## src/hdl/ccm_regs.svh

```systemverilog
// Register map, field positions, reset values and timing figures of the clock control block
`ifndef CCM_REGS_SVH
`define CCM_REGS_SVH

// Register indices; byte address is four times the index
`define CCM_OSC_CTRL_INDEX 10'h0ca
`define CCM_STATUS_INDEX 10'h0cb
`define CCM_OSC_CTRL_ADDR {`CCM_OSC_CTRL_INDEX, 2'b00}
`define CCM_STATUS_ADDR {`CCM_STATUS_INDEX, 2'b00}

// Oscillator control fields
`define CCM_HIGH_OSC_STOP_POS 1
`define CCM_SLOW_CLOCK_SELECT_POS 2
`define CCM_SLEEP_REQUEST_POS 3
`define CCM_GREEN_REQUEST_POS 4
`define CCM_OSC_CTRL_RESET 8'h00
`define CCM_OSC_CTRL_MASK 8'h1e

// Status fields
`define CCM_STAT_OPTION_LSB 0
`define CCM_STAT_STARTUP_DONE_POS 4
`define CCM_STAT_HIGH_RUN_POS 5
`define CCM_STAT_LOW_RUN_POS 6
`define CCM_STAT_RTC_RUN_POS 7
`define CCM_STAT_LOW_SELECTED_POS 8

// Timing figures
`define CCM_CLK_HZ 20000000
`define CCM_LOW_RC_HZ 10000
`define CCM_LOW_RC_CYCLES (`CCM_CLK_HZ / `CCM_LOW_RC_HZ)
`define CCM_SLOW_FCPU_DIV 4
`define CCM_RTC_XTAL_HZ 32768
`define CCM_RTC_PERIOD_MS 500
`define CCM_RTC_TICKS (`CCM_RTC_XTAL_HZ * `CCM_RTC_PERIOD_MS / 1000)
`define CCM_STARTUP_RC_US 50
`define CCM_STARTUP_XTAL_US 8000
`define CCM_STARTUP_RC_CYCLES ((`CCM_STARTUP_RC_US * (`CCM_CLK_HZ / 1000000)))
`define CCM_STARTUP_XTAL_CYCLES ((`CCM_STARTUP_XTAL_US * (`CCM_CLK_HZ / 1000000)))

// Bus responses
`define CCM_RESP_OKAY 2'b00
`define CCM_RESP_SLVERR 2'b10

`endif

```

## src/hdl/ccm_pkg.sv

```systemverilog
// Types shared by the clock control block
package ccm_pkg;

  // High clock source option, fixed at reset
  typedef enum logic [2:0] {
    opt_internal_rc_only = 3'h0,
    opt_internal_rc_with_rtc = 3'h1,
    opt_external_rc = 3'h2,
    opt_crystal_32k = 3'h3,
    opt_crystal_8m = 3'h4,
    opt_crystal_4m = 3'h5
  } ccm_high_option_type;

  typedef enum {
    st_startup,
    st_run,
    st_green,
    st_sleep
  } ccm_power_state_type;

endpackage

```

## src/hdl/ccm_clock_control.sv

```systemverilog
// Clock source, oscillator and operating mode control with AXI4-Lite registers
//
// Local design decisions: the AXI4-Lite register port and the placing of the registers.
`timescale 1ns/1ps
`include "ccm_regs.svh"
`default_nettype none
module ccm_clock_control #(
  parameter int STARTUP_RC_CYCLES = `CCM_STARTUP_RC_CYCLES,
  parameter int STARTUP_XTAL_CYCLES = `CCM_STARTUP_XTAL_CYCLES,
  parameter int LOW_RC_CYCLES = `CCM_LOW_RC_CYCLES,
  parameter int RTC_TICKS = `CCM_RTC_TICKS
) (
  // Clock and reset
  input wire logic clk_sys,
  input wire logic reset,
  // AXI4-Lite write address, data and response
  input wire logic [11:0] s_axi_awaddr,
  input wire logic [2:0] s_axi_awprot,
  input wire logic s_axi_awvalid,
  output logic s_axi_awready,
  input wire logic [31:0] s_axi_wdata,
  input wire logic [3:0] s_axi_wstrb,
  input wire logic s_axi_wvalid,
  output logic s_axi_wready,
  output logic [1:0] s_axi_bresp,
  output logic s_axi_bvalid,
  input wire logic s_axi_bready,
  // AXI4-Lite read
  input wire logic [11:0] s_axi_araddr,
  input wire logic [2:0] s_axi_arprot,
  input wire logic s_axi_arvalid,
  output logic s_axi_arready,
  output logic [31:0] s_axi_rdata,
  output logic [1:0] s_axi_rresp,
  output logic s_axi_rvalid,
  input wire logic s_axi_rready,
  // Static configuration
  input wire logic [2:0] high_clock_option,
  input wire logic [2:0] fcpu_divide_select,
  input wire logic low_frequency_resonator_config,
  input wire logic watchdog_enable,
  // Wake sources and crystal ticks
  input wire logic port_wake,
  input wire logic timer_wake,
  input wire logic rtc_crystal_tick,
  // Oscillator enables and pin use
  output logic internal_high_rc_oscillator_enable,
  output logic external_high_oscillator_enable,
  output logic rtc_crystal_enable,
  output logic internal_low_rc_oscillator_enable,
  output logic osc_input_pin_gpio,
  output logic osc_output_pin_gpio,
  // Clocks, clock select and start-up reset extension to the core
  output logic system_clock_low_select,
  output logic fcpu_enable,
  output logic watchdog_tick,
  output logic rtc_tick,
  output logic reset_extend
);
  ccm_pkg::ccm_high_option_type high_option;
  ccm_pkg::ccm_power_state_type state;
  ccm_pkg::ccm_power_state_type next_state;
  logic [7:0] osc_ctrl;
  logic [7:0] next_osc_ctrl;
  logic [17:0] startup_count;
  logic [17:0] next_startup_count;
  logic [2:0] fcpu_count;
  logic [2:0] next_fcpu_count;
  logic next_fcpu_enable;
  logic bvalid_q;
  logic next_bvalid;
  logic [1:0] bresp_q;
  logic [1:0] next_bresp;
  logic rvalid_q;
  logic next_rvalid;
  logic [31:0] rdata_q;
  logic [31:0] next_rdata;
  logic [1:0] rresp_q;
  logic [1:0] next_rresp;
  logic write_take;
  logic read_take;
  logic high_stop;
  logic slow_select;
  logic sleep_req;
  logic green_req;
  logic low_run;
  logic high_run;
  logic rtc_run;
  logic low_tick;
  logic slow_fcpu_tick;
  logic rtc_option;

  function automatic logic is_crystal(input ccm_pkg::ccm_high_option_type opt);
    is_crystal = (opt == ccm_pkg::opt_crystal_32k) || (opt == ccm_pkg::opt_crystal_8m) ||
                 (opt == ccm_pkg::opt_crystal_4m) || (opt == ccm_pkg::opt_internal_rc_with_rtc);
  endfunction

  always_ff @(posedge clk_sys) begin
    if (reset) begin
      high_option <= ccm_pkg::ccm_high_option_type'(high_clock_option);
    end
  end

  assign high_stop = osc_ctrl[`CCM_HIGH_OSC_STOP_POS];
  assign slow_select = osc_ctrl[`CCM_SLOW_CLOCK_SELECT_POS];
  assign sleep_req = osc_ctrl[`CCM_SLEEP_REQUEST_POS];
  assign green_req = osc_ctrl[`CCM_GREEN_REQUEST_POS];
  assign rtc_option = (high_option == ccm_pkg::opt_internal_rc_with_rtc);

  // low RC off only in sleep or special green
  assign low_run = (state != ccm_pkg::st_sleep) &&
    !((state == ccm_pkg::st_green) && low_frequency_resonator_config && !watchdog_enable);
  assign high_run = !high_stop && (state != ccm_pkg::st_sleep) &&
    !((state == ccm_pkg::st_green) && rtc_option);
  // high stop also stops the crystal
  assign rtc_run = rtc_option && !high_stop && (state != ccm_pkg::st_sleep);

  // internal RC serves both internal options
  assign internal_high_rc_oscillator_enable = high_run &&
    ((high_option == ccm_pkg::opt_internal_rc_only) || rtc_option);
  assign external_high_oscillator_enable = high_run &&
    (high_option != ccm_pkg::opt_internal_rc_only) && !rtc_option;
  assign rtc_crystal_enable = rtc_run;
  assign internal_low_rc_oscillator_enable = low_run;
  // both pins are GPIO for internal RC only; only the output pin is GPIO for external RC
  assign osc_input_pin_gpio = (high_option == ccm_pkg::opt_internal_rc_only);
  assign osc_output_pin_gpio = (high_option == ccm_pkg::opt_internal_rc_only) ||
    (high_option == ccm_pkg::opt_external_rc);
  assign system_clock_low_select = slow_select;
  assign reset_extend = (state == ccm_pkg::st_startup);

  // low RC ticks reach the watchdog
  ccm_tick_div #(
    .WIDTH(16),
    .COUNT(16'(LOW_RC_CYCLES))
  ) u_low_rc (
    .clk_sys(clk_sys),
    .reset(reset),
    .run(low_run),
    .tick_in(1'b1),
    .tick_out(low_tick)
  );
  assign watchdog_tick = low_tick;

  // slow instruction rate is low RC over four
  ccm_tick_div #(
    .WIDTH(3),
    .COUNT(3'(`CCM_SLOW_FCPU_DIV))
  ) u_slow_fcpu (
    .clk_sys(clk_sys),
    .reset(reset),
    .run(low_run),
    .tick_in(low_tick),
    .tick_out(slow_fcpu_tick)
  );

  // timer zero counts half a second of crystal
  ccm_tick_div #(
    .WIDTH(15),
    .COUNT(15'(RTC_TICKS))
  ) u_timer_zero (
    .clk_sys(clk_sys),
    .reset(reset),
    .run(rtc_run),
    .tick_in(rtc_crystal_tick),
    .tick_out(rtc_tick)
  );

  // Bus slave: address and data taken together, one of each at a time
  assign write_take = s_axi_awvalid && s_axi_wvalid && !bvalid_q;
  assign read_take = s_axi_arvalid && !rvalid_q;
  assign s_axi_awready = write_take;
  assign s_axi_wready = write_take;
  assign s_axi_arready = read_take;
  assign s_axi_bvalid = bvalid_q;
  assign s_axi_bresp = bresp_q;
  assign s_axi_rvalid = rvalid_q;
  assign s_axi_rdata = rdata_q;
  assign s_axi_rresp = rresp_q;

  always_comb begin
    next_state = state;
    next_osc_ctrl = osc_ctrl;
    next_startup_count = startup_count;
    next_fcpu_count = fcpu_count;
    next_fcpu_enable = 1'b0;
    next_bvalid = bvalid_q && !s_axi_bready;
    next_bresp = bresp_q;
    next_rvalid = rvalid_q && !s_axi_rready;
    next_rdata = rdata_q;
    next_rresp = rresp_q;
    if (write_take) begin
      next_bvalid = 1'b1;
      next_bresp = `CCM_RESP_OKAY;
      if (s_axi_awaddr[11:2] == `CCM_OSC_CTRL_INDEX) begin
        if (s_axi_wstrb[0]) begin
          next_osc_ctrl = s_axi_wdata[7:0] & `CCM_OSC_CTRL_MASK;
        end
      end else if (s_axi_awaddr[11:2] != `CCM_STATUS_INDEX) begin
        next_bresp = `CCM_RESP_SLVERR;
      end
    end
    if (read_take) begin
      next_rvalid = 1'b1;
      next_rresp = `CCM_RESP_OKAY;
      next_rdata = 32'h0000_0000;
      if (s_axi_araddr[11:2] == `CCM_OSC_CTRL_INDEX) begin
        next_rdata[7:0] = osc_ctrl;
      end else if (s_axi_araddr[11:2] == `CCM_STATUS_INDEX) begin
        next_rdata[`CCM_STAT_OPTION_LSB +: 3] = high_option;
        next_rdata[`CCM_STAT_STARTUP_DONE_POS] = (state != ccm_pkg::st_startup);
        next_rdata[`CCM_STAT_HIGH_RUN_POS] = high_run;
        next_rdata[`CCM_STAT_LOW_RUN_POS] = low_run;
        next_rdata[`CCM_STAT_RTC_RUN_POS] = rtc_run;
        next_rdata[`CCM_STAT_LOW_SELECTED_POS] = slow_select;
      end else begin
        next_rresp = `CCM_RESP_SLVERR;
      end
    end
    case (state)
      ccm_pkg::st_startup: begin
        // crystals wait longer than RC sources
        if (startup_count == 18'h0_0000) begin
          next_state = ccm_pkg::st_run;
        end else begin
          next_startup_count = startup_count - 18'h0_0001;
        end
      end
      ccm_pkg::st_run: begin
        // mode field decode, 11 stays running
        if (next_osc_ctrl[`CCM_SLEEP_REQUEST_POS] && !next_osc_ctrl[`CCM_GREEN_REQUEST_POS]) begin
          next_state = ccm_pkg::st_sleep;
        end else if (!next_osc_ctrl[`CCM_SLEEP_REQUEST_POS] &&
                     next_osc_ctrl[`CCM_GREEN_REQUEST_POS]) begin
          next_state = ccm_pkg::st_green;
        end
        if (slow_select) begin
          next_fcpu_enable = slow_fcpu_tick;
        end else if (high_run) begin
          if (fcpu_count >= fcpu_divide_select) begin
            next_fcpu_count = 3'h0;
            next_fcpu_enable = 1'b1;
          end else begin
            next_fcpu_count = fcpu_count + 3'h1;
          end
        end
      end
      ccm_pkg::st_green: begin
        // Green returns to the clock it left from
        if (port_wake || timer_wake) begin
          next_osc_ctrl[`CCM_GREEN_REQUEST_POS] = 1'b0;
          next_state = ccm_pkg::st_run;
        end
      end
      ccm_pkg::st_sleep: begin
        // port wake clears sleep bit, back to normal
        if (port_wake) begin
          next_osc_ctrl[`CCM_SLEEP_REQUEST_POS] = 1'b0;
          next_osc_ctrl[`CCM_SLOW_CLOCK_SELECT_POS] = 1'b0;
          next_osc_ctrl[`CCM_HIGH_OSC_STOP_POS] = 1'b0;
          next_startup_count = is_crystal(high_option) ? 18'(STARTUP_XTAL_CYCLES) :
            18'(STARTUP_RC_CYCLES);
          next_state = ccm_pkg::st_startup;
        end
      end
      default: begin
        next_state = ccm_pkg::st_startup;
      end
    endcase
  end

  always_ff @(posedge clk_sys) begin
    if (reset) begin
      state <= ccm_pkg::st_startup;
      osc_ctrl <= `CCM_OSC_CTRL_RESET;
      // start-up length follows the option strap
      startup_count <= is_crystal(ccm_pkg::ccm_high_option_type'(high_clock_option)) ?
        18'(STARTUP_XTAL_CYCLES) : 18'(STARTUP_RC_CYCLES);
      fcpu_count <= 3'h0;
      fcpu_enable <= 1'b0;
      bvalid_q <= 1'b0;
      bresp_q <= 2'b00;
      rvalid_q <= 1'b0;
      rdata_q <= 32'h0000_0000;
      rresp_q <= 2'b00;
    end else begin
      state <= next_state;
      osc_ctrl <= next_osc_ctrl;
      startup_count <= next_startup_count;
      fcpu_count <= next_fcpu_count;
      fcpu_enable <= next_fcpu_enable;
      bvalid_q <= next_bvalid;
      bresp_q <= next_bresp;
      rvalid_q <= next_rvalid;
      rdata_q <= next_rdata;
      rresp_q <= next_rresp;
    end
  end
endmodule // ccm_clock_control
`default_nettype wire

```

## src/hdl/ccm_tick_div.sv

```systemverilog
// Enable-pulse divider: counts input ticks and emits one pulse every COUNT ticks
`timescale 1ns/1ps
`default_nettype none
module ccm_tick_div #(
  parameter int WIDTH = 16,
  parameter logic [WIDTH-1:0] COUNT = 16'h0004
) (
  // Clock and reset
  input wire logic clk_sys,
  input wire logic reset,
  // Tick stream
  input wire logic run,
  input wire logic tick_in,
  output logic tick_out
);
  logic [WIDTH-1:0] count;
  logic [WIDTH-1:0] next_count;
  logic next_tick_out;

  always_comb begin
    next_count = count;
    next_tick_out = 1'b0;
    // Stopped source restarts a full period, no stale partial count
    if (!run) begin
      next_count = '0;
    end else if (tick_in) begin
      if (count == COUNT - 1'b1) begin
        next_count = '0;
        next_tick_out = 1'b1;
      end else begin
        next_count = count + 1'b1;
      end
    end
  end

  always_ff @(posedge clk_sys) begin
    if (reset) begin
      count <= '0;
      tick_out <= 1'b0;
    end else begin
      count <= next_count;
      tick_out <= next_tick_out;
    end
  end
endmodule // ccm_tick_div
`default_nettype wire

```

## config.mk

```make
export PLATFORM = sky130hd
export DESIGN_NAME = ccm_clock_control
export DESIGN_NICKNAME = d
export VERILOG_FILES = /design/src/hdl/ccm_pkg.sv /design/src/hdl/ccm_clock_control.sv /design/src/hdl/ccm_tick_div.sv
export VERILOG_INCLUDE_DIRS = /design/src /design/src/hdl
export SDC_FILE = /design/constraint.sdc
export NUM_CORES = 1
export LEC_CHECK = 0
export BUFFER_PORTS_ARGS = -buffer_cell sky130_fd_sc_hd__buf_2
export CORE_MARGIN = 2
export CORE_UTILIZATION = 35
export CTS_CLUSTER_SIZE = 40
export DETAILED_ROUTE_END_ITERATION = 10
export HOLD_SLACK_MARGIN = 0.15
export PLACE_DENSITY = 0.59
export SYNTH_ARGS = -nofsm -noshare
export SYNTH_HDL_FRONTEND = slang
export SYNTH_SLANG_ARGS = --single-unit
```

## constraint.sdc

```tcl
create_clock -name clk_sys -period 3.6 [get_ports clk_sys]
set_input_delay 0.54 -clock clk_sys [delete_from_list [all_inputs] [get_ports clk_sys]]
set_output_delay 0.54 -clock clk_sys [all_outputs]
set_load 0.05 [all_outputs]
```

Word level (Yosys, flattened, before mapping)
Cells that the tools add are included.
{ "totals": {"input_bits": 84, "elab_cells": 150, "mem_bits_ro": 0, "reg_bits": 113, "memories": 0, "mem_bits_rw": 0, "out_inout_bits": 52, "latchBits": 0} }
{ "classes": {"multipliers": 0, "n_reduce_logical": 54, "shift": 0, "n_addsub": 5, "mux": 40, "div_mod_pow": 0, "n_lt_le_gt_ge": 1, "n_eq_ne": 27, "n_bitwise": 6} }
{ "op_table": {"columns": ["cell", "n"], "rows": [
  ["two-way mux 32 bit", 5],
  ["one-hot mux 32 bit (4 select lines)", 1],
  ["two-way mux 18 bit", 5],
  ["== test 32 x 2 -> 1 bit, second input constant", 2],
  ["logical NOT 32 bit", 2],
  ["one-hot mux 18 bit (2 select lines)", 1],
  ["== test 32 x 1 -> 1 bit, second input constant", 1],
  ["== test 32 x 3 -> 1 bit, second input constant", 1],
  ["inequality test 32 x 3 -> 1 bit, second input constant", 1],
  ["nonzero test 32 bit", 1],
  ["== test 10 x 8 -> 1 bit, second input constant", 3],
  ["two-way mux 5 bit", 4],
  ["logical AND 1 bit", 18],
  ["logical NOT 18 bit", 1],
  ["two-way mux 3 bit", 6],
  ["subtractor 18 x 1 -> 18 bit, second input constant", 1],
  ["adder 16 x 1 -> 16 bit, second input constant", 1],
  ["== test 16 x 11 -> 1 bit, second input constant", 1],
  ["adder 15 x 1 -> 15 bit, second input constant", 1],
  ["== test 15 x 14 -> 1 bit, second input constant", 1],
  ["two-way mux 15 bit", 1],
  ["== test 3 x 2 -> 1 bit, second input constant", 4],
  ["== test 3 bit, second input constant", 4],
  ["two-way mux 1 bit", 12],
  ["17 further kinds", 55]
]} }

Longest topological paths before layout
{ "logic_depth": {"depth_word": 8, "depth_mapped": 8, "depth_no_buf": 7} }

Cells and area by module
Synthesis repeated with hierarchy kept, for this count alone.
{ "unflattened": {"cells_unflattened": 449, "area_unflattened_um2": 4246.6} }
{ "modules_own_cells": {"columns": ["module", "n_inst", "seq_area_each_um2", "cells_per_inst", "area_each_um2"], "rows": [
  ["ccm_clock_control", 1, 1091.0, 269, 2529.9],
  ["ccm_tick_div (u_low_rc)", 1, 340.3, 84, 777.0],
  ["ccm_tick_div (u_timer_zero)", 1, 320.3, 80, 774.5],
  ["ccm_tick_div (u_slow_fcpu)", 1, 80.1, 16, 165.2]
]} }

Worst setup path after synthesis
No wires, ideal clock.
{ "synth_path": {"path_kind": "register to output", "startpoint": "reg high_option[2]", "endpoint": "out rtc_crystal_enable", "setup_slack_ns": 1.202, "stages_incl_launch_ff": 4, "arrival_ns": 1.858, "required_time_ns": 3.060, "n_path_buf": 0, "path_cell_list": "edfxtp_1 > nor2_1 > nand2_1 > nor3_1"} }
{ "synth_between": {"elab_chain_cells": 3} }
{ "synth_rtl": {"columns": ["item", "line", "rtl"], "rows": [
  ["from (decl)", "ccm_clock_control.sv:60", "ccm_pkg::ccm_high_option_type high_option;"],
  ["from (signal assigned)", "ccm_clock_control.sv:100", "high_option <= ccm_pkg::ccm_high_option_type'(high_clock_option);"],
  ["== test 3 x 1 -> 1 bit", "ccm_clock_control.sv:108", "assign rtc_option = (high_option == ccm_pkg::opt_internal_rc_with_rtc);"],
  ["logical AND 1 bit (2 in a row)", "ccm_clock_control.sv:116", "assign rtc_run = rtc_option && !high_stop && (state != ccm_pkg::st_sleep);"],
  ["to (decl)", "ccm_clock_control.sv:49", "output logic rtc_crystal_enable,"]
]} }
Every way passes these cells.

Final worst setup path
Same ends and word-level chain as after synthesis.

==> results.py <==
metrics = {
    "run_status": {
        "outcome": "finished clean",
    },
    "clocking": {
        "cts_tree": "built",
        "cts_root_buf": "clkbuf_16",
        "post_cts_buffers": 0,
        "ctsHtreeMaxLevel": 3,
        "cts_sinks": 81,
        "hold_buffers": 0,
        "cts_resized": 0,
        "clk_pin_slew_ns": 0.06,
        "cts-buffers-inserted": 9,
        "cts_max_path_buffers": 2,
        "clk_latency_ns": 0.33,
    },
    "die": {
        "dieArea_mm2": 0.01255,
        "start_util": 0.3578,
        "die_height_um": 112.0,
        "die_w_um": 112.0,
        "core_area_mm2": 0.01142,
        "ioPinCount": 136,
        "rows": 39,
    },
    "place": {
        "hpwl_mm": 6.077,
        "place_area_mm2": 0.004439,
        "port_buffers": 69,
        "placed_cells": 648,
        "post-place-ws_ns": 1.134,
        "place_congestion": 0.8053,
    },
    "logic_synthesis": {
        "ys_types": 48,
        "ys_ff_latch": 81,
        "synth_flop_cell": "dfxtp_1",
        "yosys.area.top_type_share": 0.2940,
        "yosysTopAreaCell": "dfxtp_1",
        "avgSynthCellArea_um2": 9.038,
        "synth_edf_count": 21,
        "async_flop_share": 0,
        "yosys_warnings": 0,
        "ys_seq_area_frac": 0.4484,
        "netlist_area_mm2": 0.004085,
        "synthCells": 452,
        "synthTopCellsByArea": "dfxtp_1 29%, edfxtp_1 15%, nor2_1 7.9%",
    },
    "detailed_routing": {
        "num_vias": 3136,
        "drt-pass1-iter-count": 4,
        "drt_wl_total_mm": 8.016,
        "drt_iter0_drc": 203,
        "viasPerCell": 4.723,
        "wl_per_cell_um": 12.07,
        "drc": 0,
        "postRouteAntennaNets": 0,
    },
    "timing": {
        "report.final.slew_viol_count": 0,
        "hold_violations": 0,
        "setup_violations": 0,
        "fin_ws_ns": 1.083,
        "skew_ns": 0.009109,
        "fmax_mhz": 397.3,
        "period_minus_slack_ns": 2.517,
        "final.period_utilization": 0.6992,
        "tightest_slew_ns": 0.7231,
        "rsz0062_at_grt": "false",
        "finalSetupTns_ns": 0,
        "max_slew_margin": 0.5147,
    },
    "critical_path": {
        "critical_path.startpoint": "high_option[2]",
        "max_stage_delay_ns": 0.53,
        "crit_end": "rtc_crystal_enable",
        "worst-path-buf-inv": 1,
        "crit_chain": "nor2_1 > nand2_1 > nor3_1 > buf_2",
        "worst-path-stages": 4,
        "rrSetupSlack_ns": 1.13,
        "crit_family": "simple AND/OR/NAND/NOR gates",
        "end_kind": "output pin",
        "critPathMaxFanout": 6,
        "r2r-start": "startup_count[0]",
        "cp-start-kind": "flip-flop",
        "rr_endpoint": "startup_count[13]",
        "cp_slowest_cell": "edfxtp_1",
        "r2r_cells": 7,
        "cp.required_ns": 3.06,
        "crit_arrival_ns": 1.98,
        "criticalPathCategory": "reg -> out",
    },
    "layout": {
        "stdcell_count": 664,
        "nets": 608,
        "antenna_cells": 0,
        "final_cell_mix": "86 x nor2_1, 69 x buf_2, 60 x dfxtp_1",
        "layout_commonest_cell": "nor2_1",
        "layout-drive-gt1-share": 0.1823,
        "syn_to_final_growth_pct": 16.08,
        "stdcell_area_mm2": 0.004742,
    },
    "global_route": {
        "antenna_found_initial": 0,
        "grt_pass1_wl_mm": 13.89,
        "grt_max_degree": 33,
        "grt_use_total": 0.1337,
        "grt_pass1_vias": 3028,
        "grt-ovfl-total": 0,
    },
    "power": {
        "leakagePower_nw": 1.896,
        "power.density_mw_per_mm2": 467.1,
        "total_power_mw": 2.215,
        "peakVddDrop_mv": 0.2300,
    },
    "flow_run": {
        "maxCapViolations": 0,
    },
    "min_path": {
        "hold_class": "in -> reg",
    },
}
==> registers in the layout (all words and copies together) (netlist names), 2 cells and up <==
name	count
startup_count	18
u_low_rc.count	16
u_timer_zero.count	15
s_axi_rdata	9
osc_ctrl	4
fcpu_count	3
high_option	3
u_slow_fcpu.count	3
state	2
==> how the worst min path moves through the flow <==
stage               slack, ns                  from              endpoint  cells past startpoint
floorplan                0.42  u_slow_fcpu.count[2]  u_slow_fcpu.tick_out                      1
global route             0.39  high_clock_option[0]        high_option[0]                      1
global placement         0.43  u_slow_fcpu.count[2]  u_slow_fcpu.count[2]                      2
finish                   0.40  high_clock_option[0]        high_option[0]                      1
detailed placement       0.44  u_slow_fcpu.count[2]  u_slow_fcpu.count[2]                      2
CTS                      0.39  high_clock_option[0]        high_option[0]                      1
==> final cells by class <==
type | count | area (um^2)
sequential | 81 | 1832
fill | 1143 | 6676
clock buffer | 9 | 225.2
timing repair buffer | 69 | 345.3
clock inverter | 7 | 77.57
inverter | 15 | 56.30
tap | 143 | 178.9
multi-input combinational | 340 | 2027
==> cell families (layout without fill, tap and decap cells) <==
group	count (synthesis)	in the layout	synth area share
XOR/XNOR	45	45	0.09648
AO/OA/AOI/OAI	44	44	0.06892
AND/OR/NAND/NOR	207	207	0.2554
multiplexers	11	11	0.02787
other	1	25	0.0009180
buffers and inverters	55	100	0.07749
adder cells (fa/ha/maj)	8	8	0.02450
flip-flops	81	81	0.4484
==> cells in the mapped netlist (3+ instances only) <==
master and number:
o21ai_0 6, nor4_1 7, xor2_1 20, mux2i_1 8
a21oi_1 16, nand4_1 9, nand2_1 29, a22oi_1 9
nand3_1 10, edfxtp_1 21, a21o_1 4, mux2_2 3
xnor2_1 25, nor2_1 86, ha_1 8, buf_4 26
and2_1 5, or3_1 3, nor3_1 20, nor2b_1 3
dfxtp_1 60, clkbuf_1 9, inv_1 15, buf_2 4
and3_1 3, nand2b_1 14
==> layer usage <==
layer | wire (um) | vias up | GRT usage
li1 | - | 1623 | -
met1 | 3722 | 1454 | 0.1737
met2 | 3875 | 50 | 0.2202
met3 | 310 | 9 | 0.03186
met4 | 108 | 0 | 0.04553
met5 | 0 | - | 0
==> power by group <==
part	internal, mW	switching (mW)	leakage [nW]
Clock	0.545	0.372	0.152
Sequential	0.978	0.0479	0.715
Combinational	0.0928	0.179	1.03
Total	1.62	0.599	1.90
==> stage by stage <==
stage	hold slack (ns)	utilization
finish	0.4001	0.4153
global route	0.3874	0.4153
CTS	0.3878	0.4153
detailed placement	0.4440	0.3888
global placement	0.4330	0.3888
floorplan	0.4157	-
Power figures use the tool's default switching activity.
